## config.mk

```make
export PLATFORM = sky130hd
export DESIGN_NAME = cpd_core
export DESIGN_NICKNAME = d
export VERILOG_FILES = /design/src/hw/cpd_pkg.sv /design/src/hw/cpd_alu_if.sv /design/src/hw/cpd_alu.sv /design/src/hw/cpd_regfile.sv /design/src/hw/cpd_core.sv
export SDC_FILE = /design/constraint.sdc
export NUM_CORES = 1
export LEC_CHECK = 0
export BUFFER_PORTS_ARGS = -buffer_cell sky130_fd_sc_hd__buf_2
export CAP_MARGIN = 10
export CORE_MARGIN = 2
export CORE_UTILIZATION = 45
export DETAILED_ROUTE_END_ITERATION = 10
export SLEW_MARGIN = 20
export SYNTH_ARGS = -nofsm -noshare
export SYNTH_HDL_FRONTEND = slang
export SYNTH_SLANG_ARGS = --single-unit
```

## constraint.sdc

```tcl
create_clock -name mclk -period 6.2 [get_ports mclk]
set_clock_uncertainty 0.2 [all_clocks]
set_input_delay 0.31 -clock mclk [delete_from_list [all_inputs] [get_ports mclk]]
set_output_delay 0.31 -clock mclk [all_outputs]
set_load 0.05 [all_outputs]
```

## src/hw/cpd_pkg.sv

```systemverilog
// constants, field positions and codes of the core datapath slice
// assumes one core clock and an active-low asynchronous reset
package cpd_pkg;
   localparam int unsigned NREG = 32;
   localparam int unsigned SPW = 11;
   localparam logic [5:0] IO_SP_LO = 6'h3D;
   localparam logic [5:0] IO_SP_HI = 6'h3E;
   localparam logic [5:0] IO_SW = 6'h3F;
   localparam logic [7:0] SP_LO_RST = 8'h00;
   localparam logic [7:0] SP_HI_RST = 8'h00;
   localparam logic [7:0] SW_RST = 8'h00;
   localparam int unsigned SW_I = 7;
   localparam int unsigned SW_T = 6;
   localparam int unsigned SW_H = 5;
   localparam int unsigned SW_S = 4;
   localparam int unsigned SW_V = 3;
   localparam int unsigned SW_N = 2;
   localparam int unsigned SW_Z = 1;
   localparam int unsigned SW_C = 0;
   localparam logic [3:0] PAIR_BASE = 4'hD;
   localparam int unsigned IRET_CYC = 4;
   localparam logic [1:0] IRET_LAST = 2'(IRET_CYC - 2);

   typedef enum logic [3:0] {
      ALU_ADD = 4'h0, ALU_ADC = 4'h1, ALU_SUB = 4'h2, ALU_SBC = 4'h3,
      ALU_AND = 4'h4, ALU_OR = 4'h5, ALU_EOR = 4'h6, ALU_COM = 4'h7,
      ALU_NEG = 4'h8, ALU_INC = 4'h9, ALU_DEC = 4'hA, ALU_LSR = 4'hB,
      ALU_ROR = 4'hC, ALU_ASR = 4'hD, ALU_SWAP = 4'hE, ALU_PASS = 4'hF
   } cpd_alu_op_t;

   typedef enum logic [3:0] {
      CMD_NOP = 4'h0, CMD_ALU = 4'h1, CMD_TSAVE = 4'h2, CMD_TLOAD = 4'h3,
      CMD_LOAD = 4'h4, CMD_STORE = 4'h5, CMD_PTR = 4'h6, CMD_PUSH = 4'h7,
      CMD_POP = 4'h8, CMD_CALL = 4'h9, CMD_RTN = 4'hA, CMD_IRQ = 4'hB,
      CMD_IRET = 4'hC, CMD_SEI = 4'hD, CMD_CLI = 4'hE, CMD_MOVW = 4'hF
   } cpd_cmd_t;

   typedef enum logic [1:0] {
      PTR_DISP = 2'h0, PTR_POSTINC = 2'h1, PTR_PREDEC = 2'h2
   } cpd_ptr_mode_t;

   typedef enum logic [0:0] {
      ST_IDLE = 1'b0, ST_IRET = 1'b1
   } cpd_state_t;
endpackage : cpd_pkg

```

## src/hw/cpd_alu_if.sv

```systemverilog
// operand, result and flag bundle between core and arithmetic unit
// assumes cpd_pkg compiled first
interface cpd_alu_if;
   import cpd_pkg::*;
   logic [7:0] a;
   logic [7:0] b;
   logic cin;
   cpd_alu_op_t op;
   logic [7:0] res;
   logic [7:0] flags;
   logic [7:0] mask;
   modport alu (input a, b, cin, op, output res, flags, mask);
   modport core (output a, b, cin, op, input res, flags, mask);
endinterface : cpd_alu_if

```

## src/hw/cpd_alu.sv

```systemverilog
// combinational 8-bit arithmetic, logic and bit unit with flags
// assumes the core registers result and flags on its own clock
module cpd_alu
   import cpd_pkg::*;
(
   // operands and results
   cpd_alu_if.alu bus
);
   always_comb
   begin
      logic [8:0] s;
      logic [7:0] a;
      logic [7:0] b;
      logic [7:0] r;
      logic h;
      logic v;
      logic c;
      logic [7:0] m;
      s = 9'h000;
      a = bus.a;
      b = bus.b;
      r = 8'h00;
      h = 1'b0;
      v = 1'b0;
      c = 1'b0;
      m = 8'h1E;
      case (bus.op)
         ALU_ADD, ALU_ADC:
         begin
            s = {1'b0, a} + {1'b0, b} +
               {8'h00, bus.cin & (bus.op == ALU_ADC)};
            r = s[7:0];
            c = s[8];
            h = (a[3] & b[3]) | (b[3] & ~r[3]) | (~r[3] & a[3]);
            v = (a[7] & b[7] & ~r[7]) | (~a[7] & ~b[7] & r[7]);
            m = 8'h3F;
         end
         ALU_SUB, ALU_SBC:
         begin
            s = {1'b0, a} - {1'b0, b} -
               {8'h00, bus.cin & (bus.op == ALU_SBC)};
            r = s[7:0];
            c = s[8];
            h = (~a[3] & b[3]) | (b[3] & r[3]) | (r[3] & ~a[3]);
            v = (a[7] & ~b[7] & ~r[7]) | (~a[7] & b[7] & r[7]);
            m = 8'h3F;
         end
         ALU_AND: r = a & b;
         ALU_OR: r = a | b;
         ALU_EOR: r = a ^ b;
         ALU_COM:
         begin
            r = ~a;
            c = 1'b1;
            m = 8'h1F;
         end
         ALU_NEG:
         begin
            r = 8'h00 - a;
            c = |r;
            v = (r == 8'h80);
            h = r[3] | a[3];
            m = 8'h3F;
         end
         ALU_INC:
         begin
            r = a + 8'h01;
            v = (r == 8'h80);
         end
         ALU_DEC:
         begin
            r = a - 8'h01;
            v = (r == 8'h7F);
         end
         ALU_LSR, ALU_ROR, ALU_ASR:
         begin
            c = a[0];
            r = {a[7], a[7:1]};
            if (bus.op == ALU_LSR)
               r[7] = 1'b0;
            else if (bus.op == ALU_ROR)
               r[7] = bus.cin;
            v = r[7] ^ c;
            m = 8'h1F;
         end
         ALU_SWAP:
         begin
            r = {a[3:0], a[7:4]};
            m = 8'h00;
         end
         default:
         begin
            r = b;
            m = 8'h00;
         end
      endcase
      bus.res = r;
      bus.mask = m;
      bus.flags = {2'b00, h, r[7] ^ v, v, r[7], r == 8'h00, c}; // [RQ9]
   end
endmodule : cpd_alu

```

## src/hw/cpd_regfile.sv

```systemverilog
// 32 x 8 working register file, two 8-bit reads, one pair read,
// one 8-bit write and one 16-bit pair write per clock
// assumes the caller never writes the same byte on both write ports
module cpd_regfile
   import cpd_pkg::*;
#(
   parameter int unsigned N = NREG
)
(
   // clock and reset
   input wire logic mclk,
   input wire logic arst_n,
   // byte reads
   input wire logic [4:0] ra,
   input wire logic [4:0] rb,
   output logic [7:0] ra_d,
   output logic [7:0] rb_d,
   // pair read
   input wire logic [3:0] rp,
   output logic [15:0] rp_d,
   // byte write
   input wire logic we8,
   input wire logic [4:0] wa,
   input wire logic [7:0] wd8,
   // pair write
   input wire logic we16,
   input wire logic [3:0] wp,
   input wire logic [15:0] wd16
);
   logic [7:0] mem_r [N];
   logic [7:0] mem_nxt [N];

   if (N != NREG)
   begin : g_chk
      $error("register file must hold 32 entries");
   end

   for (genvar i = 0; i < N; i++)
   begin : g_ent
      always_comb
      begin
         mem_nxt[i] = mem_r[i];
         if (we8 && wa == 5'(i))
            mem_nxt[i] = wd8;
         if (we16 && {wp, i[0]} == 5'(i))
            mem_nxt[i] = i[0] ? wd16[15:8] : wd16[7:0]; // [RQ14]
      end
      always_ff @(posedge mclk or negedge arst_n)
      begin
         if (!arst_n)
            mem_r[i] <= 8'h00;
         else
            mem_r[i] <= mem_nxt[i];
      end
   end

   assign ra_d = mem_r[ra]; // [RQ14]
   assign rb_d = mem_r[rb];
   assign rp_d = {mem_r[{rp, 1'b1}], mem_r[{rp, 1'b0}]}; // [RQ16]
endmodule : cpd_regfile

```

## src/hw/cpd_core.sv

```systemverilog
// core datapath slice: arithmetic unit, status word, register file,
// pointer pairs and stack pointer, driven by the decoder's commands
// assumes the decoder sequences memory and presents one command a clock
// Function
// RQ1 - one-cycle operation on two registers or register and immediate
// RQ2 - arithmetic, logic and bit groups on all 32 working registers
// RQ3 - status word updated after every arithmetic unit operation; swap and pass give a zero mask and leave it unchanged
// RQ4 - status word never saved or restored on interrupt entry or return
// RQ5 - bit 7 clear blocks every interrupt
// RQ6 - bit 7 cleared on interrupt, set by return, set/clear commands
// RQ7 - bit 6 holds a copied register bit for store and load
// RQ8 - bit 5 records carry out of the low nibble
// RQ9 - bit 4 equals negative xor overflow
// RQ10 - bit 3 records two's complement overflow
// RQ11 - bit 2 set on negative result
// RQ12 - bit 1 set on zero result
// RQ13 - bit 0 set on carry
// RQ14 - register file offers four read/write port widths
// RQ15 - registers also reachable at data addresses 0x00 to 0x1F
// RQ16 - top six registers pair into three pointers, low byte first
// RQ17 - pointers give displacement, post-increment and pre-decrement
// RQ18 - stack grows down; byte push minus one, pop plus one
// RQ19 - call and interrupt minus two, returns plus two
// RQ20 - stack pointer in two I/O registers, high keeps bits 10..8
// RQ21 - software loads stack pointer above 0xFF before calls
// RQ22 - core runs undivided from the chip clock
// RQ23 - next fetch overlaps execution, one instruction a clock
// RQ24 - interrupt return takes four cycles, pops, sets bit 7
// RQ25 - status word resets to zero
module cpd_core
   import cpd_pkg::*;
(
   // clock and reset
   input wire logic mclk,
   input wire logic arst_n,
   // decoder command
   input wire logic cmd_valid,
   input wire cpd_cmd_t cmd,
   input wire cpd_alu_op_t alu_op,
   input wire logic [4:0] rd,
   input wire logic [4:0] rr,
   input wire logic [7:0] imm,
   input wire logic use_imm,
   input wire logic [2:0] bit_sel,
   input wire logic [1:0] ptr_sel,
   input wire cpd_ptr_mode_t ptr_mode,
   input wire logic [5:0] disp,
   input wire logic [7:0] load_data,
   output logic busy,
   // I/O register port
   input wire logic [5:0] io_addr,
   input wire logic io_we,
   input wire logic io_re,
   input wire logic [7:0] io_wdata,
   output logic [7:0] io_rdata,
   // data space window on the register file
   input wire logic [4:0] ds_addr,
   input wire logic ds_we,
   input wire logic ds_re,
   input wire logic [7:0] ds_wdata,
   output logic [7:0] ds_rdata,
   // memory side results
   output logic [15:0] ptr_addr,
   output logic [7:0] store_data,
   output logic [SPW-1:0] stack_ptr,
   output logic [7:0] status_word,
   // interrupt gating
   input wire logic irq_pending,
   output logic irq_allowed
);
   cpd_alu_if alu_bus ();

   logic [7:0] sw_r;
   logic [7:0] sw_nxt;
   logic [SPW-1:0] sp_r;
   logic [SPW-1:0] sp_nxt;
   cpd_state_t st_r;
   cpd_state_t st_nxt;
   logic [1:0] cnt_r;
   logic [1:0] cnt_nxt;
   logic [7:0] io_rdata_r;
   logic [7:0] io_rdata_nxt;
   logic [7:0] ds_rdata_r;
   logic [7:0] ds_rdata_nxt;
   logic [15:0] ptr_addr_r;
   logic [15:0] ptr_addr_nxt;
   logic [7:0] store_r;
   logic [7:0] store_nxt;

   logic [4:0] ra;
   logic [7:0] ra_d;
   logic [7:0] rb_d;
   logic [3:0] rp;
   logic [15:0] rp_d;
   logic we8;
   logic [4:0] wa;
   logic [7:0] wd8;
   logic we16;
   logic [3:0] wp;
   logic [15:0] wd16;
   logic take;

   // register file and core registers are clocked straight from mclk, no divider [RQ22]
   cpd_regfile #(
      .N(NREG)
   ) u_rf (
      .mclk(mclk),
      .arst_n(arst_n),
      .ra(ra),
      .rb(rr),
      .ra_d(ra_d),
      .rb_d(rb_d),
      .rp(rp),
      .rp_d(rp_d),
      .we8(we8),
      .wa(wa),
      .wd8(wd8),
      .we16(we16),
      .wp(wp),
      .wd16(wd16)
   );

   cpd_alu u_alu (
      .bus(alu_bus)
   );

   assign take = cmd_valid && st_r == ST_IDLE;
   assign busy = st_r != ST_IDLE;
   assign ra = (cmd_valid || !ds_re) ? rd : ds_addr;

   // operand steering for the arithmetic unit
   always_comb
   begin
      alu_bus.a = ra_d;
      alu_bus.b = use_imm ? imm : rb_d; // [RQ1]
      alu_bus.cin = sw_r[SW_C];
      alu_bus.op = alu_op;
   end

   // pointer pair select and register file writes
   always_comb
   begin
      logic [15:0] p;
      p = rp_d;
      rp = (cmd == CMD_MOVW) ? rr[4:1] : PAIR_BASE + {2'b00, ptr_sel};
      we8 = 1'b0;
      wa = rd;
      wd8 = alu_bus.res;
      we16 = 1'b0;
      wp = rp;
      wd16 = rp_d;
      ptr_addr_nxt = ptr_addr_r;
      if (take)
      begin
         case (cmd)
            CMD_ALU:
               we8 = 1'b1; // [RQ1] [RQ2]
            CMD_TLOAD:
            begin
               we8 = 1'b1;
               wd8 = ra_d;
               wd8[bit_sel] = sw_r[SW_T]; // [RQ7]
            end
            CMD_LOAD, CMD_POP:
            begin
               we8 = 1'b1;
               wd8 = load_data;
            end
            CMD_PTR:
            begin
               case (ptr_mode) // [RQ17]
                  PTR_POSTINC:
                  begin
                     ptr_addr_nxt = p;
                     we16 = 1'b1;
                     wd16 = p + 16'h0001;
                  end
                  PTR_PREDEC:
                  begin
                     ptr_addr_nxt = p - 16'h0001;
                     we16 = 1'b1;
                     wd16 = p - 16'h0001;
                  end
                  default:
                     ptr_addr_nxt = p + {10'h000, disp};
               endcase
            end
            CMD_MOVW:
            begin
               we16 = 1'b1;
               wp = rd[4:1];
            end
            default:
               we8 = 1'b0;
         endcase
      end
      else if (ds_we && !cmd_valid)
      begin
         we8 = 1'b1; // [RQ15]
         wa = ds_addr;
         wd8 = ds_wdata;
      end
   end

   // status word, stack pointer and return sequencer
   always_comb
   begin
      sw_nxt = sw_r;
      sp_nxt = sp_r;
      st_nxt = st_r;
      cnt_nxt = cnt_r;
      store_nxt = store_r;
      if (io_we)
      begin
         case (io_addr)
            IO_SP_LO: sp_nxt[7:0] = io_wdata; // [RQ20]
            IO_SP_HI: sp_nxt[SPW-1:8] = io_wdata[SPW-9:0];
            IO_SW: sw_nxt = io_wdata;
            default: sw_nxt = sw_nxt;
         endcase
      end
      case (st_r)
         ST_IRET:
         begin
            cnt_nxt = cnt_r + 2'h1;
            if (cnt_r == IRET_LAST)
            begin
               st_nxt = ST_IDLE;
               sp_nxt = sp_r + SPW'(2); // [RQ24]
               sw_nxt[SW_I] = 1'b1; // [RQ6] [RQ24]
            end
         end
         default:
         begin
            if (take)
            begin
               case (cmd)
                  CMD_ALU:
                     // other bits keep their value [RQ3] [RQ8] [RQ10]
                     sw_nxt = (sw_r & ~alu_bus.mask) |
                        (alu_bus.flags & alu_bus.mask); // [RQ11] [RQ12] [RQ13]
                  CMD_TSAVE: sw_nxt[SW_T] = ra_d[bit_sel]; // [RQ7]
                  CMD_STORE: store_nxt = ra_d;
                  CMD_PUSH: sp_nxt = sp_r - SPW'(1); // [RQ18]
                  CMD_POP: sp_nxt = sp_r + SPW'(1); // [RQ18]
                  CMD_CALL: sp_nxt = sp_r - SPW'(2); // [RQ19]
                  CMD_RTN: sp_nxt = sp_r + SPW'(2); // [RQ19]
                  CMD_IRQ:
                  begin
                     // rest of the word is left for software [RQ4]
                     sp_nxt = sp_r - SPW'(2); // [RQ19]
                     sw_nxt[SW_I] = 1'b0; // [RQ6]
                  end
                  CMD_IRET:
                  begin
                     st_nxt = ST_IRET; // [RQ24]
                     cnt_nxt = 2'h0;
                  end
                  CMD_SEI: sw_nxt[SW_I] = 1'b1; // [RQ6]
                  CMD_CLI: sw_nxt[SW_I] = 1'b0; // [RQ6]
                  default: st_nxt = ST_IDLE;
               endcase
            end
         end
      endcase
   end

   // registered read data
   always_comb
   begin
      io_rdata_nxt = io_rdata_r;
      ds_rdata_nxt = ds_rdata_r;
      if (io_re)
      begin
         case (io_addr)
            IO_SP_LO: io_rdata_nxt = sp_r[7:0];
            IO_SP_HI: io_rdata_nxt = {5'h00, sp_r[SPW-1:8]}; // [RQ20]
            IO_SW: io_rdata_nxt = sw_r;
            default: io_rdata_nxt = 8'h00;
         endcase
      end
      if (ds_re && !cmd_valid)
         ds_rdata_nxt = ra_d; // [RQ15]
   end

   always_ff @(posedge mclk or negedge arst_n)
   begin
      if (!arst_n)
      begin
         sw_r <= SW_RST; // [RQ25]
         sp_r <= {SP_HI_RST[SPW-9:0], SP_LO_RST}; // [RQ20]
         st_r <= ST_IDLE;
         cnt_r <= 2'h0;
         io_rdata_r <= 8'h00;
         ds_rdata_r <= 8'h00;
         ptr_addr_r <= 16'h0000;
         store_r <= 8'h00;
      end
      else
      begin
         sw_r <= sw_nxt;
         sp_r <= sp_nxt;
         st_r <= st_nxt;
         cnt_r <= cnt_nxt;
         io_rdata_r <= io_rdata_nxt;
         ds_rdata_r <= ds_rdata_nxt;
         ptr_addr_r <= ptr_addr_nxt;
         store_r <= store_nxt;
      end
   end

   // a command is accepted every clock while idle [RQ23]
   assign irq_allowed = irq_pending && sw_r[SW_I] && !busy; // [RQ5]
   assign io_rdata = io_rdata_r;
   assign ds_rdata = ds_rdata_r;
   assign ptr_addr = ptr_addr_r;
   assign store_data = store_r;
   assign stack_ptr = sp_r;
   assign status_word = sw_r;
endmodule : cpd_core

```

* Word level (Yosys, flattened, before mapping) *
Index checks and enable logic that the tools add are counted.

word-level totals
  bits in registers = 318
  input bits = 83
  output and inout port bits = 61
  logic and storage cells = 434

cells by class
  add/sub/neg operators = 16
  magnitude comparators = 6
  eq/ne operators = 84
  muxes and demuxes = 133
  bitwise gates (word level) = 44
  reduce and logical (&&, ||, !) cells = 111

operators by type and width
  operator                 count
  $mux W8                  79
  $bmux W8 S5              4
  $eq A4 B4 Y1 const B     23
  $pmux W8 S11             1
  $eq A5 B5 Y1 const B     16
  $reduce_bool A2 Y1       34
  $pmux W16 S2             2
  $logic_and A1 B1 Y1      54
  $eq A4 B3 Y1 const B     12
  $mux W11                 4
  $pmux W11 S4             1
  $eq A5 B4 Y1 const B     8
  $mux W16                 2
  $eq A4 B2 Y1 const B     6
  $ge A6 B6 Y1 const B     4
  $not A5 Y6               4
  $pmux W8 S3              1
  $eq A5 B3 Y1 const B     4
  $eq A6 B6 Y1 const B     3
  $pmux W6 S3              1
  $add A16 B1 Y16 const B  1
  $add A16 B6 Y16          1
  $and A1 B1 Y1            16
  $and A8 B8 Y8            2
  57 further kinds         111

* Longest topological paths before layout *
  word-level depth = 19
  gate-level depth with buffers = 31
  gate-level depth less buffers = 22

* Modules after synthesis *
A second synthesis with hierarchy kept.

second synthesis, totals
  cells, all modules = 3115
  area, all modules = 28388.5 µm²

by module, submodules not included
  module       instances  cells each  area each (µm²)  seq. area each (µm²)
  cpd_regfile  1          1911        19152.1          6406.1
  cpd_core     1          805         6449.9           1551.5
  cpd_alu      1          399         2786.4           0.0

* Worst setup path after synthesis *
No wires, ideal clock.

  path kind = in2reg
  start point = input rr[1]
  end point = register u_rf.mem_r[235] (netlist name)
  setup time = 0.134 ns
  arrival time = 6.104 ns
  data required time = 5.866 ns
  setup slack = -0.238 ns
  stages on the path = 30
  buffers on the path = 8
  cells stage by stage = buf_2 buf_2 buf_2 buf_2 buf_2 buf_2 mux4_2 mux4_2 mux2i_1 nor2_1 a21oi_1 inv_1 ha_1 a21o_1 a21oi_1 fa_1 nor2_1 a21oi_1 nor2_1 a31oi_1 o221a_2 o21ai_0 a221o_1 a21oi_1 a31oi_1 a21oi_2 or2_1 clkbuf_1 clkbuf_2 o21ai_0

between the ends
  cells in the longest elaborated chain, start to end = 12
  elaborated cells on any way between the ends = 33
  classes of those cells = add/sub: 6; eq/ne: 1; mux: 19; bitwise: 5; reduce/logical: 2

RTL lines
  item                                                   RTL line                          RTL
  start, declared                                        cpd_core.sv:41                    input wire logic [4:0] rr,
  $not A5 Y6 (not written as such)                       cpd_regfile.sv:58                 assign rb_d = mem_r[rb];
  $bmux W8 S5                                            cpd_regfile.sv:58
  $mux W8 (not written as such) (2 in a row)             cpd_regfile.sv:58
  $mux W8                                                cpd_core.sv:135                   alu_bus.b = use_imm ? imm : rb_d;
  $sub A8 B8 Y9 / $add A8 B8 Y9 (equally long branches)  cpd_alu.sv:40, cpd_alu.sv:30
  $sub A9 B1 Y9 / $add A9 B1 Y9 (equally long branches)  cpd_alu.sv:40, cpd_alu.sv:30
  $pmux W8 S11                                           cpd_alu.sv:27                     case (bus.op)
  $pmux W8 S2 / $mux W8 (equally long branches)          cpd_core.sv:155, cpd_core.sv:197
  $mux W8                                                cpd_core.sv:153                   if (take)
  $mux W8                                                cpd_regfile.sv:43                 if (we8 && wa == 5'(i))
  $mux W8                                                cpd_regfile.sv:45                 if (we16 && {wp, i[0]} == 5'(i))
  end signal, assigned by index                          cpd_regfile.sv:53                 mem_r[i] <= mem_nxt[i];
  end, declared                                          cpd_regfile.sv:30                 logic [7:0] mem_r [N];

Parallel ways exist; a longest one is shown, timed or not. The select of a mux whose other input is x is not followed.
A chain may end at the register's enable or synchronous reset.

* Worst setup path after layout *
  start point = register u_rf.mem_r[192] (netlist name)
  end point = register u_rf.mem_r[14] (netlist name)

between the ends
  cells in the longest elaborated chain, start to end = 11
  elaborated cells on any way between the ends = 28
  classes of those cells = add/sub: 9; mux: 19

RTL lines
  item                                                   RTL line
  $bmux W8 S5                                            cpd_regfile.sv:58
  $mux W8 (not written as such) (2 in a row)             cpd_regfile.sv:58
  $mux W8                                                cpd_core.sv:135
  $sub A8 B8 Y9 / $add A8 B8 Y9 (equally long branches)  cpd_alu.sv:40, cpd_alu.sv:30
  $sub A9 B1 Y9 / $add A9 B1 Y9 (equally long branches)  cpd_alu.sv:40, cpd_alu.sv:30
  $pmux W8 S11                                           cpd_alu.sv:27
  $pmux W8 S2 / $mux W8 (equally long branches)          cpd_core.sv:155, cpd_core.sv:197
  $mux W8                                                cpd_core.sv:153
  $mux W8                                                cpd_regfile.sv:43
  $mux W8 *                                              cpd_regfile.sv:45

Every way passes the cells marked *; elsewhere a longest branch is shown, timed or not. The select of a mux whose other input is x is not followed.

==> impl_metrics.toml <==
[final_layout]
fin_nets = 3765
drive_gt1_share_pct = 18.40
syn_to_final_growth_pct = 14.10

[synthesis]
yosysWarnings = 0
ys_top_cells_by_area = "dfrtp_1, mux2i_1, mux4_2"
synth_top_cell_by_area = "dfrtp_1"
async_flop_share_pct = 100.0
syn_nets = 3603
ys_seq_elements = 318
yosysUniqueCellTypes = 109
yosysSeqAreaShare_pct = 26.60
syn-cell-area_sq_mm = 0.02992
synth_edf_count = 0
syn_inst = 3455
syn_avg_cell_area_sq_um = 8.659
netlist.area_leader.share_pct = 26.60
synth_ff_type = "dfrtp_1"

[power]
ir_drop_mv = 0.2654
power_density_mw_per_mm2 = 414.5
p_leak_nw = 15.49

[detailed_routing]
topRoutingLayerUsed = "met5"
vias_per_cell = 7.025
drc_errors = 0
m1WireLength_mm = 53.15
wl_met3_mm = 17.20
routed_wl_mm = 142.5
wl_per_cell_um = 31.57
drt-initial-drc-count = 4374
routed-via-count = 31700
firstDrtPassIters = 8
wl_met2_mm = 60.75
ant_nets = 0

[sta]
setup_violations = 0
finalCriticalPeriod_ns = 5.892
holdWs_ns = 0.01484
finalHoldViolations = 0
fmax_ghz = 0.1697
fin_tns_setup_ns = 0
slew_headroom_pct = 15.90
drv_slew = 0
worst_slew_pin_slew_ns = 1.257
rsz0062_at_grt = "no"
fin_crit_sh_pct = 95.03

[setup_path]
crit_required_ns = 6.44
reg2reg_depth = 21
arrival_ns = 6.13
cp_max_fo = 16
critPathKind = "reg2reg"
crit_path_start_kind = "register"
end_kind = "register"

[floorplan]
core_sq_mm = 0.06575
num_rows = 94
dieArea_sq_mm = 0.06856
start_util_pct = 45.50
chipWidth_um = 261.8
die_h_um = 261.8
ios = 144

[grt]
antenna_found_initial = 8
grt_max_degree = 151
grtUsageTotal_pct = 40.86
grt_pass1_vias = 30030
grt_remaining_overflow = 0
grt_pass1_wl_mm = 206.6

[clocking]
clockBufferDepth = 3
cts_setup_buffers = 0
clk-insertion-delay-late_ns = 0.61
cts_tree = "built"
clkSlewWorstSetupHoldPaths_ns = 0.06
cts_root_buf = "clkbuf_16"
cts_made_buffers = 40
cts.sinks = 318
htree_levels = 2

[placement]
io_buffers = 143
gp_congestion = 1.054
hpwl_mm = 101.5

[worst_hold_path]
holdCritPathClass = "in2reg"
min_path_cells = 4

[flow_run]
cap_violations = 0

[run_status]
status = "finished, final reports clean"
-- path summary, 6_finish.rpt --
kind | startpoint | end | slack (ns)
setup / recovery | u_rf.mem_r[192]$_DFFE_PN0P_ | u_rf.mem_r[14]$_DFFE_PN0P_ | 0.31
hold / removal | disp[1] | ptr_addr[1]$_DFFE_PN0P_ | 0.01
setup reg to reg | u_rf.mem_r[192]$_DFFE_PN0P_ | u_rf.mem_r[14]$_DFFE_PN0P_ | 0.31
hold reg to reg | ptr_addr[13]$_DFFE_PN0P_ | ptr_addr[13]$_DFFE_PN0P_ | 0.27
max in group asynchronous | arst_n | u_rf.mem_r[24]$_DFFE_PN0P_ | 4.37
min in group asynchronous | arst_n | store_data[3]$_DFFE_PN0P_ | 0.07
-- metal layers --
metal  vias up  global-route usage, %
met5         -                 0.6944
met4        12                  27.51
met3       557                  12.29
met2      2253                  60.44
met1     15550                  51.40
li1      13320                      -
-- power breakdown --
part / internal (mW) / switching (mW)
logic: 3.04 / 4.44
registers: 2.86 / 1.20
clock network: 1.53 / 1.08
total: 7.44 / 6.71
-- logic make-up (layout without fill, tap and decap cells) --
| group | after synthesis | count (layout) | share of synthesized area [%] |
|---|---|---|---|
| AOI/OAI and AO/OA | 1037 | 1037 | 22.72 |
| xor gates and xnor gates | 54 | 54 | 1.627 |
| adders and majority gates | 65 | 65 | 2.894 |
| other | 0 | 1 | 0 |
| buffers and inverters | 403 | 595 | 6.236 |
| and+or+nand+nor | 1038 | 1038 | 16.30 |
| muxes | 540 | 540 | 23.62 |
| DFF | 318 | 318 | 26.60 |
-- critical path: stages, from the launching register on --
cell	delay [ns]
dfrtp_1	0.47
mux4_2	0.49
mux4_2	0.54
mux2i_1	0.18
buf_4	0.15
o21ai_0	0.13
buf_4	0.20
fa_1	0.43
fa_1	0.44
nand2b_1	0.09
a21oi_1	0.08
o21bai_1	0.13
a21oi_1	0.12
xnor2_1	0.16
a21oi_1	0.18
o211ai_1	0.19
buf_4	0.20
a2111o_1	0.38
a31oi_1	0.42
or2_0	0.24
buf_12	0.18
o21ai_0	0.11
-- Yosys cell counts, types with 15 or more instances --
cell type / number
o32ai_1: 49
nand3_1: 80
a21oi_1: 272
a211oi_1: 73
buf_4: 35
a2bb2oi_1: 34
mux2i_1: 399
buf_2: 78
o22ai_1: 19
nor2_1: 279
o21ai_1: 38
a32oi_1: 18
ha_1: 58
nand2b_1: 17
clkbuf_1: 172
or3_1: 30
o31ai_1: 15
o21a_1: 32
mux4_2: 115
a22o_1: 17
dfrtp_1: 318
xnor2_1: 39
nand4_1: 24
nor2b_1: 18
a31oi_1: 45
nand2_1: 341
and3_1: 80
a221oi_1: 26
inv_1: 86
a22oi_1: 35
nor3_1: 89
a21o_1: 21
o21ai_0: 227
-- sequential cells by signal (all words and copies together), names as in the netlist, named ones only --
signal	cells
busy	1
ds_rdata	8
io_rdata	8
ptr_addr	16
status_word	2
cnt_r	2
stack_ptr	11
u_rf.mem_r	256
store_data	8
-- area by class of cell --
cell class              count  area, sq um
fillers                  6127        31610
clock inverters            21        306.5
diodes                      1        2.502
multi-input cells        2734        20160
inverters                  95        356.6
well taps                 864         1081
repair buffers            428         3156
flip-flops and latches    318         7958
clock buffers              51         1114
-- metrics by stage --
| stage | worst slack (ns) | instances | power (mW) | util (%) | area (sq um) |
|---|---|---|---|---|---|
| 5_1_grt | 0.003189 | 4512 | 14.80 | 51.92 | 34130 |
| 3_5_place_dp | 0.0005298 | 4425 | 11.29 | 49.53 | 32570 |
| 3_3_place_gp | 0.1017 | 4425 | 11.11 | 49.53 | 32570 |
| 6_report | 0.3079 | 4512 | 14.15 | 51.92 | 34130 |
| 4_1_cts | 0.4228 | 4511 | 13.92 | 51.91 | 34130 |
| 2_1_floorplan | 0.05970 | 3455 | 8.520 | - | 29930 |
-- repair_timing --
item,4_1_cts,5_1_grt
hold endpoints to repair,86,0
hold buffers,14,0
resized for setup,0,0
-- cell usage in the layout, fill, tap and decap left out, drive strengths merged, types with 16 or more instances in the layout --
cell type / instances
buf: 414
mux2i: 404
nand2: 343
dfrtp: 318
nor2: 284
a21oi: 275
o21ai: 265
mux4: 124
inv: 92
nor3: 91
and3: 81
nand3: 81
a211oi: 76
ha: 58
clkbuf: 51
o32ai: 49
a31oi: 49
xnor2: 39
a22oi: 35
a2bb2oi: 34
o21a: 32
or3: 30
a221oi: 30
nand4: 25
a21o: 21
o22ai: 19
a32oi: 18
nor2b: 18
a22o: 17
nand2b: 17
o31ai: 16
Note: power is estimated with default switching activity, not from simulation.
